--- src/hw/lpw_regs.vh ---
`ifndef LPW_REGS_VH
`define LPW_REGS_VH
// Vector addresses (high byte at the even address, low byte at the next)
`define LPW_VEC_RESET      16'hFFFE
`define LPW_VEC_EXT_PIN    16'hFFFA
`define LPW_VEC_BREAK      16'hFFFC
`define LPW_VEC_CLKGEN     16'hFFF8
`define LPW_VEC_T1_OVF     16'hFFF2
`define LPW_VEC_T1_CH1     16'hFFF4
`define LPW_VEC_T1_CH0     16'hFFF6
`define LPW_VEC_T2_OVF     16'hFFEC
`define LPW_VEC_T2_CH1     16'hFFEE
`define LPW_VEC_T2_CH0     16'hFFF0
`define LPW_VEC_SSP_TX     16'hFFE8
`define LPW_VEC_SSP_RX     16'hFFEA
`define LPW_VEC_ASU_TX     16'hFFE2
`define LPW_VEC_ASU_RX     16'hFFE4
`define LPW_VEC_ASU_ERR    16'hFFE6
`define LPW_VEC_KEYPAD     16'hFFE0
`define LPW_VEC_ADC        16'hFFDE
`define LPW_VEC_WAKE_TMR   16'hFFDC
`define LPW_VEC_NONE       16'h0000
// Offset of the low byte within a vector pair
`define LPW_VEC_LO_OFS     16'h0001
// Stop recovery hold-off load values, one less than the hold-off in crystal reference clock cycles
`define LPW_RECOVERY_FULL  12'hFFF
`define LPW_RECOVERY_SHORT 12'h01F
`define LPW_CNT_ZERO       12'h000
// Number of wake sources in the request vector
`define LPW_NSRC           18
`endif

--- src/hw/lpw_wake_ctrl.v ---
// Behaviour
// Serial peripheral runs in wait; its enabled requests end wait.
// Serial peripheral halts in stop; reset exit aborts and resets it.
// Both timers count in wait; enabled timer requests end wait.
// Timers halt in stop keeping state; resume after external interrupt.
// Wakeup timer runs in wait; its register is blocked from CPU.
// Wakeup timer runs in stop only with oscillator kept; register blocked.
// Reset pin, watchdog, brownout reset device, end wait, fetch reset vector.
// External pin falling edge ends wait or stop, fetches its vector.
// Break interrupt ends wait or stop, fetches break vector.
// Clock generator request ends wait, fetches its vector.
// Keypad request, or keypad pin fall in stop, ends state, keypad vector.
// Timer one overflow, channel 1, channel 0 fetch distinct vectors.
// Timer two overflow, channel 1, channel 0 fetch distinct vectors.
// Serial peripheral transmit and receive fetch distinct vectors.
// Async serial transmit, receive, error fetch distinct vectors.
// Converter complete ends wait, fetches its vector.
// Wakeup timer rollover ends wait or stop, fetches its vector.
// Stop ends only on listed reset, pin, brownout, break, wakeup events.
// Stop exit holds system clocks off 4096 reference clock cycles.
// Short-recovery option shrinks hold-off to 32 cycles.
// Software should keep short recovery cleared with an external crystal.
// In wait CPU clock is gated, bus clock keeps running.
// In stop CPU clock gated; bus clock stops unless oscillator kept.
// Vector high byte from lower address, low byte from higher address.
// Wakeup timer register access blocked in wait or stop, then restored.
`include "lpw_regs.vh"
module lpw_wake_ctrl (
	input  wire        clk_in,
	input  wire        resetn_in,
	// Mode entry from the CPU core, one-cycle pulses
	input  wire        wait_enter_in,
	input  wire        stop_enter_in,
	// Option bits
	input  wire        oscillator_kept_in_stop_in,
	input  wire        short_recovery_select_in,
	// Asynchronous pins, active low
	input  wire        reset_pin_n_in,
	input  wire        ext_irq_pin_n_in,
	input  wire [7:0]  keypad_pins_n_in,
	// Reset sources from on-chip logic
	input  wire        watchdog_timeout_in,
	input  wire        brownout_in,
	// Enabled interrupt requests, levels from on-chip logic
	input  wire        break_req_in,
	input  wire        clkgen_req_in,
	input  wire        keypad_req_in,
	input  wire        t1_ovf_req_in,
	input  wire        t1_ch1_req_in,
	input  wire        t1_ch0_req_in,
	input  wire        t2_ovf_req_in,
	input  wire        t2_ch1_req_in,
	input  wire        t2_ch0_req_in,
	input  wire        ssp_tx_req_in,
	input  wire        ssp_rx_req_in,
	input  wire        asu_tx_req_in,
	input  wire        asu_rx_req_in,
	input  wire        asu_err_req_in,
	input  wire        adc_req_in,
	input  wire        wake_tmr_rollover_in,
	// Vector fetch handshake from the CPU core
	input  wire        vec_ack_in,
	// Clock gates and peripheral run enables
	output wire        cpu_clk_en_out,
	output wire        bus_clk_en_out,
	output wire        ssp_run_out,
	output wire        ssp_abort_out,
	output wire        timer_run_out,
	output wire        wake_tmr_run_out,
	output wire        wake_tmr_access_en_out,
	output wire        device_reset_out,
	output wire        in_wait_out,
	output wire        in_stop_out,
	output wire        in_recovery_out,
	// Vector fetch request toward the CPU core
	output wire        vec_valid_out,
	output reg  [15:0] vec_addr_hi_out,
	output reg  [15:0] vec_addr_lo_out
);
	localparam [4:0] ST_RUN     = 5'b00001;
	localparam [4:0] ST_WAIT    = 5'b00010;
	localparam [4:0] ST_STOP    = 5'b00100;
	localparam [4:0] ST_RECOVER = 5'b01000;
	localparam [4:0] ST_VECTOR  = 5'b10000;

	wire        rst_pin_n_s;
	wire        ext_pin_n_s;
	wire [7:0]  kbd_n_s;
	wire        ext_fall;
	wire [7:0]  kbd_fall;

	reg  [4:0]  state_q;
	reg  [4:0]  state_d;
	reg  [11:0] rec_cnt_q;
	reg  [11:0] rec_cnt_d;
	reg         from_reset_q;
	reg         from_reset_d;
	reg         vec_latched_q;
	reg  [15:0] vec_sel;
	reg  [15:0] vec_hold_q;
	reg  [15:0] vec_hold_d;
	wire        any_reset;
	wire        stop_wake;
	wire        wait_wake;
	wire        kbd_pin_fall;

	// Pins pass two flops before any logic reads them
	lpw_sync2 #(.W(10)) u_sync (
		.clk_in    (clk_in),
		.resetn_in (resetn_in),
		.d_in      ({reset_pin_n_in, ext_irq_pin_n_in, keypad_pins_n_in}),
		.q_out     ({rst_pin_n_s, ext_pin_n_s, kbd_n_s})
	);

	// Edge detect on synchronised external and keypad pins
	lpw_fall_det #(.W(9)) u_fall (
		.clk_in    (clk_in),
		.resetn_in (resetn_in),
		.lvl_in    ({ext_pin_n_s, kbd_n_s}),
		.fall_out  ({ext_fall, kbd_fall})
	);

	// reset sources
	assign any_reset    = ~rst_pin_n_s | watchdog_timeout_in | brownout_in;
	assign kbd_pin_fall = |kbd_fall;

	// only listed events may end stop; watchdog is unclocked in stop
	assign stop_wake = ~rst_pin_n_s | brownout_in | ext_fall | kbd_pin_fall | break_req_in
		| (wake_tmr_rollover_in & oscillator_kept_in_stop_in);

	// R3: R10: R16: any enabled request ends wait
	assign wait_wake = any_reset | ext_fall | break_req_in | clkgen_req_in | keypad_req_in
		| t1_ovf_req_in | t1_ch1_req_in | t1_ch0_req_in
		| t2_ovf_req_in | t2_ch1_req_in | t2_ch0_req_in
		| ssp_tx_req_in | ssp_rx_req_in
		| asu_tx_req_in | asu_rx_req_in | asu_err_req_in
		| adc_req_in | wake_tmr_rollover_in;

	// Priority vector select; resets first, then fixed order of sources
	always @* begin
		vec_sel = `LPW_VEC_NONE;
		// reset vector
		if (any_reset)
			vec_sel = `LPW_VEC_RESET;
		// external pin vector
		else if (ext_fall)
			vec_sel = `LPW_VEC_EXT_PIN;
		// break vector
		else if (break_req_in)
			vec_sel = `LPW_VEC_BREAK;
		// clock generator vector
		else if (clkgen_req_in && state_q != ST_STOP)
			vec_sel = `LPW_VEC_CLKGEN;
		// timer one vectors
		else if (t1_ch0_req_in && state_q != ST_STOP)
			vec_sel = `LPW_VEC_T1_CH0;
		else if (t1_ch1_req_in && state_q != ST_STOP)
			vec_sel = `LPW_VEC_T1_CH1;
		else if (t1_ovf_req_in && state_q != ST_STOP)
			vec_sel = `LPW_VEC_T1_OVF;
		// timer two vectors
		else if (t2_ch0_req_in && state_q != ST_STOP)
			vec_sel = `LPW_VEC_T2_CH0;
		else if (t2_ch1_req_in && state_q != ST_STOP)
			vec_sel = `LPW_VEC_T2_CH1;
		else if (t2_ovf_req_in && state_q != ST_STOP)
			vec_sel = `LPW_VEC_T2_OVF;
		// serial peripheral vectors
		else if (ssp_rx_req_in && state_q != ST_STOP)
			vec_sel = `LPW_VEC_SSP_RX;
		else if (ssp_tx_req_in && state_q != ST_STOP)
			vec_sel = `LPW_VEC_SSP_TX;
		// async serial vectors
		else if (asu_err_req_in && state_q != ST_STOP)
			vec_sel = `LPW_VEC_ASU_ERR;
		else if (asu_rx_req_in && state_q != ST_STOP)
			vec_sel = `LPW_VEC_ASU_RX;
		else if (asu_tx_req_in && state_q != ST_STOP)
			vec_sel = `LPW_VEC_ASU_TX;
		// keypad request outside stop, or pin edge in any state
		else if (kbd_pin_fall || (keypad_req_in && state_q != ST_STOP))
			vec_sel = `LPW_VEC_KEYPAD;
		// converter vector
		else if (adc_req_in && state_q != ST_STOP)
			vec_sel = `LPW_VEC_ADC;
		// wakeup timer vector
		else if (wake_tmr_rollover_in)
			vec_sel = `LPW_VEC_WAKE_TMR;
	end

	// Mode sequencer
	always @* begin
		state_d      = state_q;
		rec_cnt_d    = rec_cnt_q;
		from_reset_d = from_reset_q;
		vec_hold_d   = vec_hold_q;
		case (state_q)
			ST_RUN: begin
				if (stop_enter_in)
					state_d = ST_STOP;
				else if (wait_enter_in)
					state_d = ST_WAIT;
			end
			ST_WAIT: begin
				if (wait_wake) begin
					state_d      = ST_VECTOR;
					vec_hold_d   = vec_sel;
					from_reset_d = any_reset;
				end
			end
			ST_STOP: begin
				if (stop_wake) begin
					state_d      = ST_RECOVER;
					vec_hold_d   = vec_sel;
					from_reset_d = any_reset;
					// R20: load hold-off count
					rec_cnt_d    = short_recovery_select_in ? `LPW_RECOVERY_SHORT : `LPW_RECOVERY_FULL;
				end
			end
			ST_RECOVER: begin
				// count down hold-off
				if (rec_cnt_q == `LPW_CNT_ZERO)
					state_d = ST_VECTOR;
				else
					rec_cnt_d = rec_cnt_q - 12'h001;
			end
			ST_VECTOR: begin
				if (vec_ack_in) begin
					state_d      = ST_RUN;
					from_reset_d = 1'b0;
				end
			end
			default: state_d = ST_RUN;
		endcase
	end

	// State and hold registers
	always @(posedge clk_in or negedge resetn_in) begin
		if (!resetn_in) begin
			state_q       <= ST_RUN;
			rec_cnt_q     <= `LPW_CNT_ZERO;
			from_reset_q  <= 1'b0;
			vec_hold_q    <= `LPW_VEC_NONE;
			vec_latched_q <= 1'b0;
		end else begin
			state_q       <= state_d;
			rec_cnt_q     <= rec_cnt_d;
			from_reset_q  <= from_reset_d;
			vec_hold_q    <= vec_hold_d;
			vec_latched_q <= (state_d == ST_VECTOR);
		end
	end

	// high byte from the even address, low byte from the next
	always @(posedge clk_in or negedge resetn_in) begin
		if (!resetn_in) begin
			vec_addr_hi_out <= `LPW_VEC_NONE;
			vec_addr_lo_out <= `LPW_VEC_NONE;
		end else begin
			vec_addr_hi_out <= vec_hold_d;
			vec_addr_lo_out <= vec_hold_d + `LPW_VEC_LO_OFS;
		end
	end

	assign in_wait_out     = (state_q == ST_WAIT);
	assign in_stop_out     = (state_q == ST_STOP);
	assign in_recovery_out = (state_q == ST_RECOVER);
	assign vec_valid_out   = vec_latched_q;

	// R23: CPU clock off in any low-power or recovery state
	assign cpu_clk_en_out = (state_q == ST_RUN) | (state_q == ST_VECTOR);
	// R19: bus clock stops in stop unless oscillator kept, and in hold-off
	assign bus_clk_en_out = ~in_recovery_out & ~(in_stop_out & ~oscillator_kept_in_stop_in);

	// R2: serial peripheral halts only in stop and hold-off
	assign ssp_run_out = ~in_stop_out & ~in_recovery_out;
	// abort transfer when stop ends by reset
	assign ssp_abort_out = from_reset_q & (state_q == ST_RECOVER | state_q == ST_VECTOR);
	// R4: timers count in wait, freeze in stop keeping state
	assign timer_run_out = ~in_stop_out & ~in_recovery_out;
	// R6: wakeup timer runs in wait, in stop only with oscillator kept
	assign wake_tmr_run_out = ~in_recovery_out & (~in_stop_out | oscillator_kept_in_stop_in);
	// R5: R6: register gated off while wait or stop lasts
	assign wake_tmr_access_en_out = ~in_wait_out & ~in_stop_out;
	// device reset request
	assign device_reset_out = from_reset_q & (state_q == ST_VECTOR);
endmodule

--- src/hw/lpw_sync2.v ---
// Two-stage synchroniser for asynchronous active-low pin inputs, idle high
module lpw_sync2 #(
	parameter W = 1
) (
	input  wire         clk_in,
	input  wire         resetn_in,
	input  wire [W-1:0] d_in,
	output wire [W-1:0] q_out
);
	reg [W-1:0] meta_q;
	reg [W-1:0] sync_q;

	// First stage feeds only the second stage; reset to the idle high level
	// so release neither fakes a reset pin nor a falling edge downstream
	always @(posedge clk_in or negedge resetn_in) begin
		if (!resetn_in) begin
			meta_q <= {W{1'b1}};
			sync_q <= {W{1'b1}};
		end else begin
			meta_q <= d_in;
			sync_q <= meta_q;
		end
	end

	assign q_out = sync_q;
endmodule

--- src/hw/lpw_fall_det.v ---
// Falling-edge detector on an already synchronised level, idle high
module lpw_fall_det #(
	parameter W = 1
) (
	input  wire         clk_in,
	input  wire         resetn_in,
	input  wire [W-1:0] lvl_in,
	output wire [W-1:0] fall_out
);
	reg [W-1:0] prev_q;

	// Reset to high so a level still low at release reads as a falling edge
	always @(posedge clk_in or negedge resetn_in) begin
		if (!resetn_in)
			prev_q <= {W{1'b1}};
		else
			prev_q <= lvl_in;
	end

	assign fall_out = prev_q & ~lvl_in;
endmodule

--- config.mk ---
export PLATFORM = sky130hd
export DESIGN_NAME = lpw_wake_ctrl
export DESIGN_NICKNAME = d
export VERILOG_FILES = /design/src/hw/lpw_wake_ctrl.v /design/src/hw/lpw_sync2.v /design/src/hw/lpw_fall_det.v
export VERILOG_INCLUDE_DIRS = /design/src /design/src/hw
export SDC_FILE = /design/constraint.sdc
export NUM_CORES = 1
export LEC_CHECK = 0
export BUFFER_PORTS_ARGS = -buffer_cell sky130_fd_sc_hd__buf_2
export CAP_MARGIN = 20
export CORE_AREA = 2 2 91 93
export DETAILED_ROUTE_END_ITERATION = 12
export DIE_AREA = 0 0 93 95
export PLACE_DENSITY = 0.82
export REMOVE_ABC_BUFFERS = 1
export SKIP_CTS_REPAIR_TIMING = 1
export SLEW_MARGIN = 20
export SYNTH_ARGS = -nofsm -noshare
export SYNTH_HDL_FRONTEND = slang
export SYNTH_HIERARCHICAL = 1
export SYNTH_SLANG_ARGS = --single-unit
export TNS_END_PERCENT = 20
--- constraint.sdc ---
create_clock -name clk_in -period 6.5 [get_ports clk_in]
set_input_delay 0.975 -clock clk_in [delete_from_list [all_inputs] [get_ports clk_in]]
set_output_delay 0.975 -clock clk_in [all_outputs]
set_load 0.01 [all_outputs]
### Yosys cells after proc, flatten, opt, wreduce, memory -nomap -nowiden

Cells that the tools add are included.

| word-level totals | value |
|---|---|
| output and inout bits | 44 |
| register bits | 80 |
| logic and storage cells | 122 |
| bits of input ports | 35 |

| cells by class | value |
|---|---|
| reductions and logical operators | 21 |
| muxes and demuxes | 36 |
| equal/unequal tests | 11 |
| bitwise operators | 43 |
| $add $sub $neg | 2 |

Operator list:

| kind | count |
|---|---|
| $mux 16 | 20 |
| $mux 12 | 3 |
| $pmux 16 s2 | 1 |
| $mux 5 | 6 |
| $or 1x1->1 | 27 |
| $pmux 5 s5 | 1 |
| $pmux 12 s2 | 1 |
| $add 16x1->16 const B | 1 |
| $logic_and 1x1->1 | 14 |
| $logic_not 12->1 | 1 |
| $sub 12x1->12 const B | 1 |
| $eq 5x5->1 const B | 2 |
| $and 9x9->9 | 1 |
| $not 9->9 | 1 |
| $and 1x1->1 | 8 |
| $reduce_or 8->1 | 1 |
| $not 1->1 | 6 |
| $eq 5x1->1 const B | 1 |
| $eq 5x2->1 const B | 1 |
| $eq 5x3->1 const B | 1 |
| $eq 5x4->1 const B | 1 |
| $ne 5x3->1 const B | 1 |
| $ne 2x1->1 const B | 2 |
| $ne 2x2->1 const B | 2 |
| 7 further kinds | 9 |

### Logic depth before layout (Yosys ltp)

Gate-level depths: netlist of run 1.

| logic depth | value |
|---|---|
| depth in word-level cells | 23 |
| depth in mapped cells | 13 |
| mapped depth without buffers | 12 |

### Cells and area by module

Netlist of run 1, hierarchy kept.

Modules (own cells, without submodules):

| module | cells each | instances | seq. area each (µm²) | area each (µm²) |
|---|---|---|---|---|
| lpw_wake_ctrl | 305 | 1 | 1,277.5 | 2,899.0 |
| lpw_sync2 | 20 | 1 | 525.5 | 525.5 |
| lpw_fall_det | 18 | 1 | 236.5 | 360.3 |

### Worst setup path after synthesis of run 1

OpenSTA, ideal clock, no wires.

| timing | value |
|---|---|
| path type | in2reg |
| start point | input port t2_ch1_req_in |
| end point | register vec_addr_lo_out[6] |
| library setup time | 0.075 ns |
| buffers on the path | 0 |
| stages on the path | 11 |
| slack | 3.029 ns |
| required time | 6.425 ns |
| data arrival time | 3.396 ns |
| cells stage by stage | or4_4 > nor4_4 > a31o_2 > nand2_1 > nand3_1 > nor2_1 > a21oi_1 > ha_1 > nor3b_2 > and3_4 > xor2_2 |

| between the ends | value |
|---|---|
| cells in the longest elaborated chain, start to end | 13 |
| elaborated cells on any way between the ends | 23 |
| classes of those cells | 1 x add/sub; 12 x mux; 9 x bitwise; 1 x reduce/logical |

RTL lines:

| what | RTL line | RTL |
|---|---|---|
| from (decl) | lpw_wake_ctrl.v:52 | `input wire t2_ch1_req_in,` |
| $logic_and 1x1->1 | lpw_wake_ctrl.v:164 | `else if (t2_ch1_req_in && state_q != ST_STOP)` |
| $mux 16 | lpw_wake_ctrl.v:164 |  |
| $mux 16 | lpw_wake_ctrl.v:162 | `else if (t2_ch0_req_in && state_q != ST_STOP)` |
| $mux 16 | lpw_wake_ctrl.v:159 | `else if (t1_ovf_req_in && state_q != ST_STOP)` |
| $mux 16 | lpw_wake_ctrl.v:157 | `else if (t1_ch1_req_in && state_q != ST_STOP)` |
| $mux 16 | lpw_wake_ctrl.v:155 | `else if (t1_ch0_req_in && state_q != ST_STOP)` |
| $mux 16 | lpw_wake_ctrl.v:152 | `else if (clkgen_req_in && state_q != ST_STOP)` |
| $mux 16 | lpw_wake_ctrl.v:149 | `else if (break_req_in)` |
| $mux 16 | lpw_wake_ctrl.v:146 | `else if (ext_fall)` |
| $mux 16 | lpw_wake_ctrl.v:143 | `if (any_reset)` |
| $mux 16 (on tied branches) | lpw_wake_ctrl.v:212, lpw_wake_ctrl.v:205 |  |
| $pmux 16 s2 (*) | lpw_wake_ctrl.v:197 | `case (state_q)` |
| net vec_hold_d[1] | lpw_wake_ctrl.v:101 | `reg [15:0] vec_hold_d;` |
| $add 16x1->16 (no line) (*) | -- |  |
| to (signal assigned) | lpw_wake_ctrl.v:258 | `` vec_addr_lo_out <= `LPW_VEC_NONE; `` |
| to (signal assigned) | lpw_wake_ctrl.v:261 | `` vec_addr_lo_out <= vec_hold_d + `LPW_VEC_LO_OFS; `` |
| to (decl) | lpw_wake_ctrl.v:78 | `output reg [15:0] vec_addr_lo_out` |

The timed path passes the listed nets; every way through them passes the cells marked *.
A chain may end at the register's enable or synchronous reset.

### Worst setup path after layout of run 1

Ends and elaborated chain as after synthesis.

==> reports/summary.txt, run 1 <==
min-delay worst type: flop to flop
hold path depth: 0
Max clock buf depth: 2
Crit path largest cell delay: 0.56 ns
H-tree depth: 3
Layout area overhead: 17.7%
PwrDens: 309 mW/mm^2
met2 WL: 3.98 mm
clk_skew: 0.0101 ns
initial drt markers: 230
via count: 3032
clk slew on worst S/H paths: 0.09 ns
top sig layer: met4
Setup TNS Final: 0 ns
R2R depth: 12
Die Y-Extent: 95 um
GP Congestion: 0.847
Worst EP required: 6.79 ns
Antenna Nets Post-Route: 0
HPWL after DPL: 6.20 mm
Avg Inst Size Synth: 11.0 um^2
Yosys reg bits: 80
min Tclk post-route: 3.68 ns
clock root buffer: clkbuf_8
Final nets: 460
CTS sink cnt: 80
final core occ: 56.2%
fraction of layout cells with a size suffix above 1: 36.9%
port buffer count: 78
placed insts: 517
routed wire length: 8.54 mm
met3 wire length: 441 um
status: finished clean
Pwr Total: 1.38 mW
pre-CTS setup slack: 2.50 ns
Worst-Skew Late Latency: 0.36 ns
total global routing overflow: 0
crit path cell chain: buf_2 -> or4_4 -> nor4_4 -> a31o_2 -> nand2_1 -> nand3_1 -> nor2_1 -> a21oi_1 -> ha_1 -> nor3b_2 -> and3_4 -> xor2_2
largest cells by area after synthesis: dfrtp_1 33%, dfstp_2 21%, nor2b_4 3.3%, a21oi_1 3.2%, nor2_1 2.8%
first-pass GRT wire length: 14.4 mm
Post-synth top cells: 50 x dfrtp_1, 30 x dfstp_2, 28 x nor2_1
TritonCTS buffer count: 9
Synth warnings: 6
slew margin rel.: 35.0%
Top Family by Delay on Critical Path: simple AND/OR/NAND/NOR gates
Initial Util: 47.7%
largest net degree at the start of global routing: 81
fraction of registers with async set/reset: 100%
Post-Layout Cell Count: 533
RSZ-0062 raised after global routing: no
Final Hold Vio Count: 0
CP max stage cell: or4_4
CTS tree: built
Core Footprint: 0.00793 mm^2
Final setup viols: 0
startpoint types: input port
Final Cycle Share: 56.6%
setup ws final: 2.82 ns
EDFF count, synth: 0
most frequent cell after synthesis: dfrtp_1
DP Area: 0.00426 mm^2
DRC viols: 0
main flop type after synthesis: dfrtp_1
leakage power: 1.76 nW
CP Buf/Inv Count: 1
worst hold slack: 0.357 ns
M1 wire length: 3.89 mm
post-synth top area share: 33.1%
Max-cap violations: 0
drt wl/cell: 16.0 um
critical path depth: 12
CP Capture Type: flop
drt pass-1 iters: 4
# rows: 33
max-slew violations: 0
synth unique cells: 73
post-synthesis sequential area ratio: 53.9%
All-Layer GR Usage: 20.9%
number of global-route vias before repair: 3111
ANT cells: 0
Final Cell Area: 0.00445 mm^2
Via-to-Cell Ratio: 5.69
Max FO, Critical Path: 8
Die Area: 0.00884 mm^2
Peak Freq: 0.272 GHz
cell taking the most area after synthesis: dfrtp_1
Post-Syn Area: 0.00378 mm^2
worst path arrival time: 3.97 ns
Mapped Cells: 343
# IOs: 79
antenna violations before repair: 0
Setup CP Type: input port to flop
Die Wd: 93 um
Peak supply drop: 0.142 mV
Worst-Margin Slew: 0.974 ns
## worst register-to-register path, cell delays in order, from the launching register on
cell and delay (ns):
dfstp_2 0.56, nor2b_4 0.04, nor4_4 0.45, nand2_2 0.13, o21ai_1 0.46, nand2_1 0.31, nand3_1 0.19, nor2_1 0.06
a21oi_1 0.20, ha_1 0.21, nor3b_2 0.42, and3_4 0.31, xor2_2 0.13
## report_power, final
group / internal (mW) / switching [mW] / leakage [nW]
Clock: 0.180 / 0.189 / 0.0968
Combinational: 0.143 / 0.224 / 0.857
Sequential: 0.574 / 0.0660 / 0.805
Total: 0.897 / 0.479 / 1.76
## state kept, by name (all words and copies together) (netlist names)
| register | cells |
|---|---|
| vec_addr_hi_out | 16 |
| vec_addr_lo_out | 16 |
| rec_cnt_q | 12 |
| u_sync/meta_q | 10 |
| u_sync/q_out | 10 |
| u_fall/prev_q | 9 |
| state_q | 5 |
| from_reset_q | 1 |
| vec_valid_out | 1 |
## routing by layer
layer,GRT usage [%],vias up
li1,-,1396
met1,27.7,1516
met2,32.9,96
met3,5.83,24
met4,8.21,0
met5,0,-
## path summary, 6_finish.rpt
path / slack [ns] / start / to
setup / recovery: 2.82 / t2_ch1_req_in / vec_addr_lo_out[6]
hold / removal: 0.36 / u_sync/meta_q[6] / u_sync/q_out[6]
setup reg to reg: 2.96 / u_sync/q_out[1] / vec_addr_lo_out[6]
hold reg to reg: 0.36 / u_sync/meta_q[6] / u_sync/q_out[6]
max in group asynchronous: 5.10 / resetn_in / state_q[2]
min in group asynchronous: 0.77 / resetn_in / vec_addr_lo_out[2]
## kinds of logic after synthesis
group	synth area share (%)
flip-flops	53.9
buffers and inverters	3.07
XOR/XNOR	3.44
adder cells (fa/ha/maj)	0.661
AO/OA/AOI/OAI	15.1
AND/OR/NAND/NOR	23.9
## layout make-up
class | count | area, um^2
fill | 689 | 3470
sequential | 80 | 2040
multi-input combinational | 237 | 1630
timing repair buffer | 78 | 393
tap | 105 | 131
clock buffer | 10 | 128
clock inverter | 6 | 68.8
inverter | 17 | 63.8
## cell usage in the layout (no fill, tap or decap), types with 3 or more instances in the layout
cell	netlist	routed
a21o_1	3	3
o21ai_0	10	10
xor2_1	4	4
a41oi_1	5	5
inv_1	15	15
xnor2_1	9	9
nand3_1	6	6
and2_1	7	7
or3_1	12	12
o211ai_1	3	3
nand2b_1	3	3
nand3b_1	3	3
nand4_1	3	3
nor4_4	3	3
a21oi_1	24	24
nor2b_4	9	9
nor3_1	9	9
and3_1	6	6
nor4_1	7	7
nor2_1	28	28
o21ai_1	3	3
buf_2	1	77
nand2_1	27	27
clkbuf_8	1	9
dfrtp_1	50	50
dfstp_2	30	30
Note: power is estimated with default switching activity, not from simulation.
==> inputs of run 2 (changes only) <==
--- a/config.mk
+++ b/config.mk
@@ -11,7 +11,7 @@
 export CORE_AREA = 2 2 91 93
 export DETAILED_ROUTE_END_ITERATION = 12
 export DIE_AREA = 0 0 93 95
-export PLACE_DENSITY = 0.82
+export PLACE_DENSITY = 0.85
 export REMOVE_ABC_BUFFERS = 1
 export SKIP_CTS_REPAIR_TIMING = 1
 export SLEW_MARGIN = 20
==> constraint.sdc (replaced) <==
create_clock -name clk_in -period 3.2 [get_ports clk_in]
set_input_delay 0.48 -clock clk_in [delete_from_list [all_inputs] [get_ports clk_in]]
set_output_delay 0.48 -clock clk_in [all_outputs]
set_load 0.01 [all_outputs]
==> run 2 against run 1 <==
- critical path depth unchanged
- register-to-register slack worse by 2.7 ns
- worst setup slack worse by 2.6 ns
- flip-flop and latch count unchanged
- largest power group unchanged
- final cell count increased by 1.1%
- global-route usage about the same
==> reports/summary.txt, run 2 (synthesis results as in run 1) <==
status: finished clean
Final Hold Vio Count: 0 (unchanged)
PwrDens: 619 mW/mm^2 (+100%)
Antenna Nets Post-Route: 0 (unchanged)
Worst EP required: 3.49 ns (-3.30 ns)
Worst-Skew Late Latency: 0.36 ns (about the same)
Peak supply drop: 0.358 mV (+150%)
CP Capture Type: flop
DP Area: 0.00430 mm^2 (+1.1%)
Post-Layout Cell Count: 539 (+1.1%)
clk slew on worst S/H paths: 0.09 ns (about the same)
via count: 2966 (-2.2%)
number of global-route vias before repair: 3010 (-3.2%)
largest net degree at the start of global routing: 81 (unchanged)
most common cell after layout, fill and taps aside: buf_2
H-tree depth: 3 (unchanged)
Pwr Total: 2.79 mW (+100%)
Worst-Margin Slew: 0.949 ns (-0.0252 ns)
RSZ-0062 raised after global routing: no
Final nets: 466 (+1.3%)
fraction of layout cells with a size suffix above 1: 38.0% (+1.1 points)
DRC viols: 0 (unchanged)
min-delay worst type: input port to flop
Max-cap violations: 0 (unchanged)
CTS tree: built
GP Congestion: 0.849 (+0.27%)
met3 Use GR: 3.51% (-2.3 points)
sw frac: 35.0% (+0.22 points)
R2R depth: 12 (unchanged)
combinational share of power: 27.7% (+1.0 points)
most frequent cells in the layout: 77 x buf_2, 50 x dfrtp_1, 30 x dfstp_2
pre-CTS setup slack: 0.0437 ns (-2.46 ns)
Final setup viols: 0 (unchanged)
initial drt markers: 168 (-27%)
Peak Freq: 0.339 GHz
All-Layer GR Usage: 21.0% (+0.028 points)
Initial Util: 47.7% (unchanged)
clk_skew: 0.0128 ns (+0.00267 ns)
Setup TNS Final: 0 ns (unchanged)
Die Wd: 93 um (unchanged)
Clk pwr share: 25.6% (-1.2 points)
Reg power frac: 46.7% (+0.2 points)
biggest regs: vec_addr_hi_out (16), vec_addr_lo_out (16), rec_cnt_q (12)
Psw: 0.976 mW (+100%)
Pint: 1.81 mW (+100%)
leakage power: 1.79 nW (+1.5%)
max-slew violations: 0 (unchanged)
placed insts: 523 (+1.2%)
met2 usage: 34.1% (+1.2 points)
met1 GRT Util: 27.8% (+0.096 points)
# rows: 33 (unchanged)
antenna violations before repair: 0 (unchanged)
routed wire length: 8.55 mm (+0.19%)
Core Footprint: 0.00793 mm^2 (unchanged)
worst path arrival time: 3.25 ns (-0.72 ns)
hold path depth: 1 (+1)
TritonCTS buffer count: 9 (unchanged)
Max clock buf depth: 2 (unchanged)
first-pass GRT wire length: 14.3 mm (-0.91%)
slew margin rel.: 36.7% (+1.7 points)
Die Area: 0.00884 mm^2 (unchanged)
startpoint types: flop
drt pass-1 iters: 5 (+1)
drt wl/cell: 15.9 um (-0.93%)
worst hold slack: 0.211 ns (-0.146 ns)
ANT cells: 0 (unchanged)
Max FO, Critical Path: 7 (-1)
# IOs: 79 (unchanged)
Via-to-Cell Ratio: 5.50 (-3.3%)
Layout area overhead: 18.9%
port buffer count: 78 (unchanged)
Final Cycle Share: 92.3%
HPWL after DPL: 6.25 mm (+0.74%)
setup ws final: 0.247 ns (-2.57 ns)
GR peak layer: met2
Die Y-Extent: 95 um (unchanged)
CTS sink cnt: 80 (unchanged)
Setup CP Type: flop to flop
clock root buffer: clkbuf_8
total global routing overflow: 0 (unchanged)
Final Cell Area: 0.00450 mm^2 (+1.1%)
min Tclk post-route: 2.95 ns
final core occ: 56.8% (+0.62 points)
[run 2: power groups by stage]
stage	logic (mW)	registers, mW	clock network (mW)
after floorplan	0.495	1.30	0
final	0.773	1.30	0.713
after global placement	0.738	1.30	0
after global routing	0.876	1.33	0.764
after detailed placement	0.764	1.31	0
after CTS	0.771	1.30	0.728
[run 2: worst max-delay path, cell delays in order, from the launching register on]
cell	delay [ns]
dfstp_2	0.56
nor2b_4	0.05
nor4_4	0.45
a41oi_1	0.18
o21bai_1	0.16
a21oi_1	0.08
nor2_1	0.09
o2111ai_1	0.14
a21oi_1	0.22
ha_1	0.22
nor3b_4	0.32
and3_4	0.28
xor2_2	0.14
[run 2: final timing paths]
kind	start	to	slack (ns)
setup / recovery	u_sync/q_out[5]	vec_addr_lo_out[6]	0.25
hold / removal	keypad_pins_n_in[7]	u_sync/meta_q[7]	0.21
setup reg to reg	u_sync/q_out[5]	vec_addr_lo_out[6]	0.25
hold reg to reg	u_sync/meta_q[3]	u_sync/q_out[3]	0.36
max in group asynchronous	resetn_in	state_q[2]	2.33
min in group asynchronous	resetn_in	vec_addr_lo_out[2]	0.26
[run 2: per-layer routing]
layer	share of wire [%]	vias up	routed length (um)
li1	-	1406	-
met1	44	1448	3800
met2	49	98	4170
met3	5.0	14	428
met4	1.9	0	164
met5	0	-	0
[run 2: cell type report]
type,count,area [um^2]
sequential,80,2040
fill,680,3430
tap,105,131
timing repair buffer,84,438
clock buffer,11,153
clock inverter,5,36.3
multi-input combinational,237,1640
inverter,17,63.8
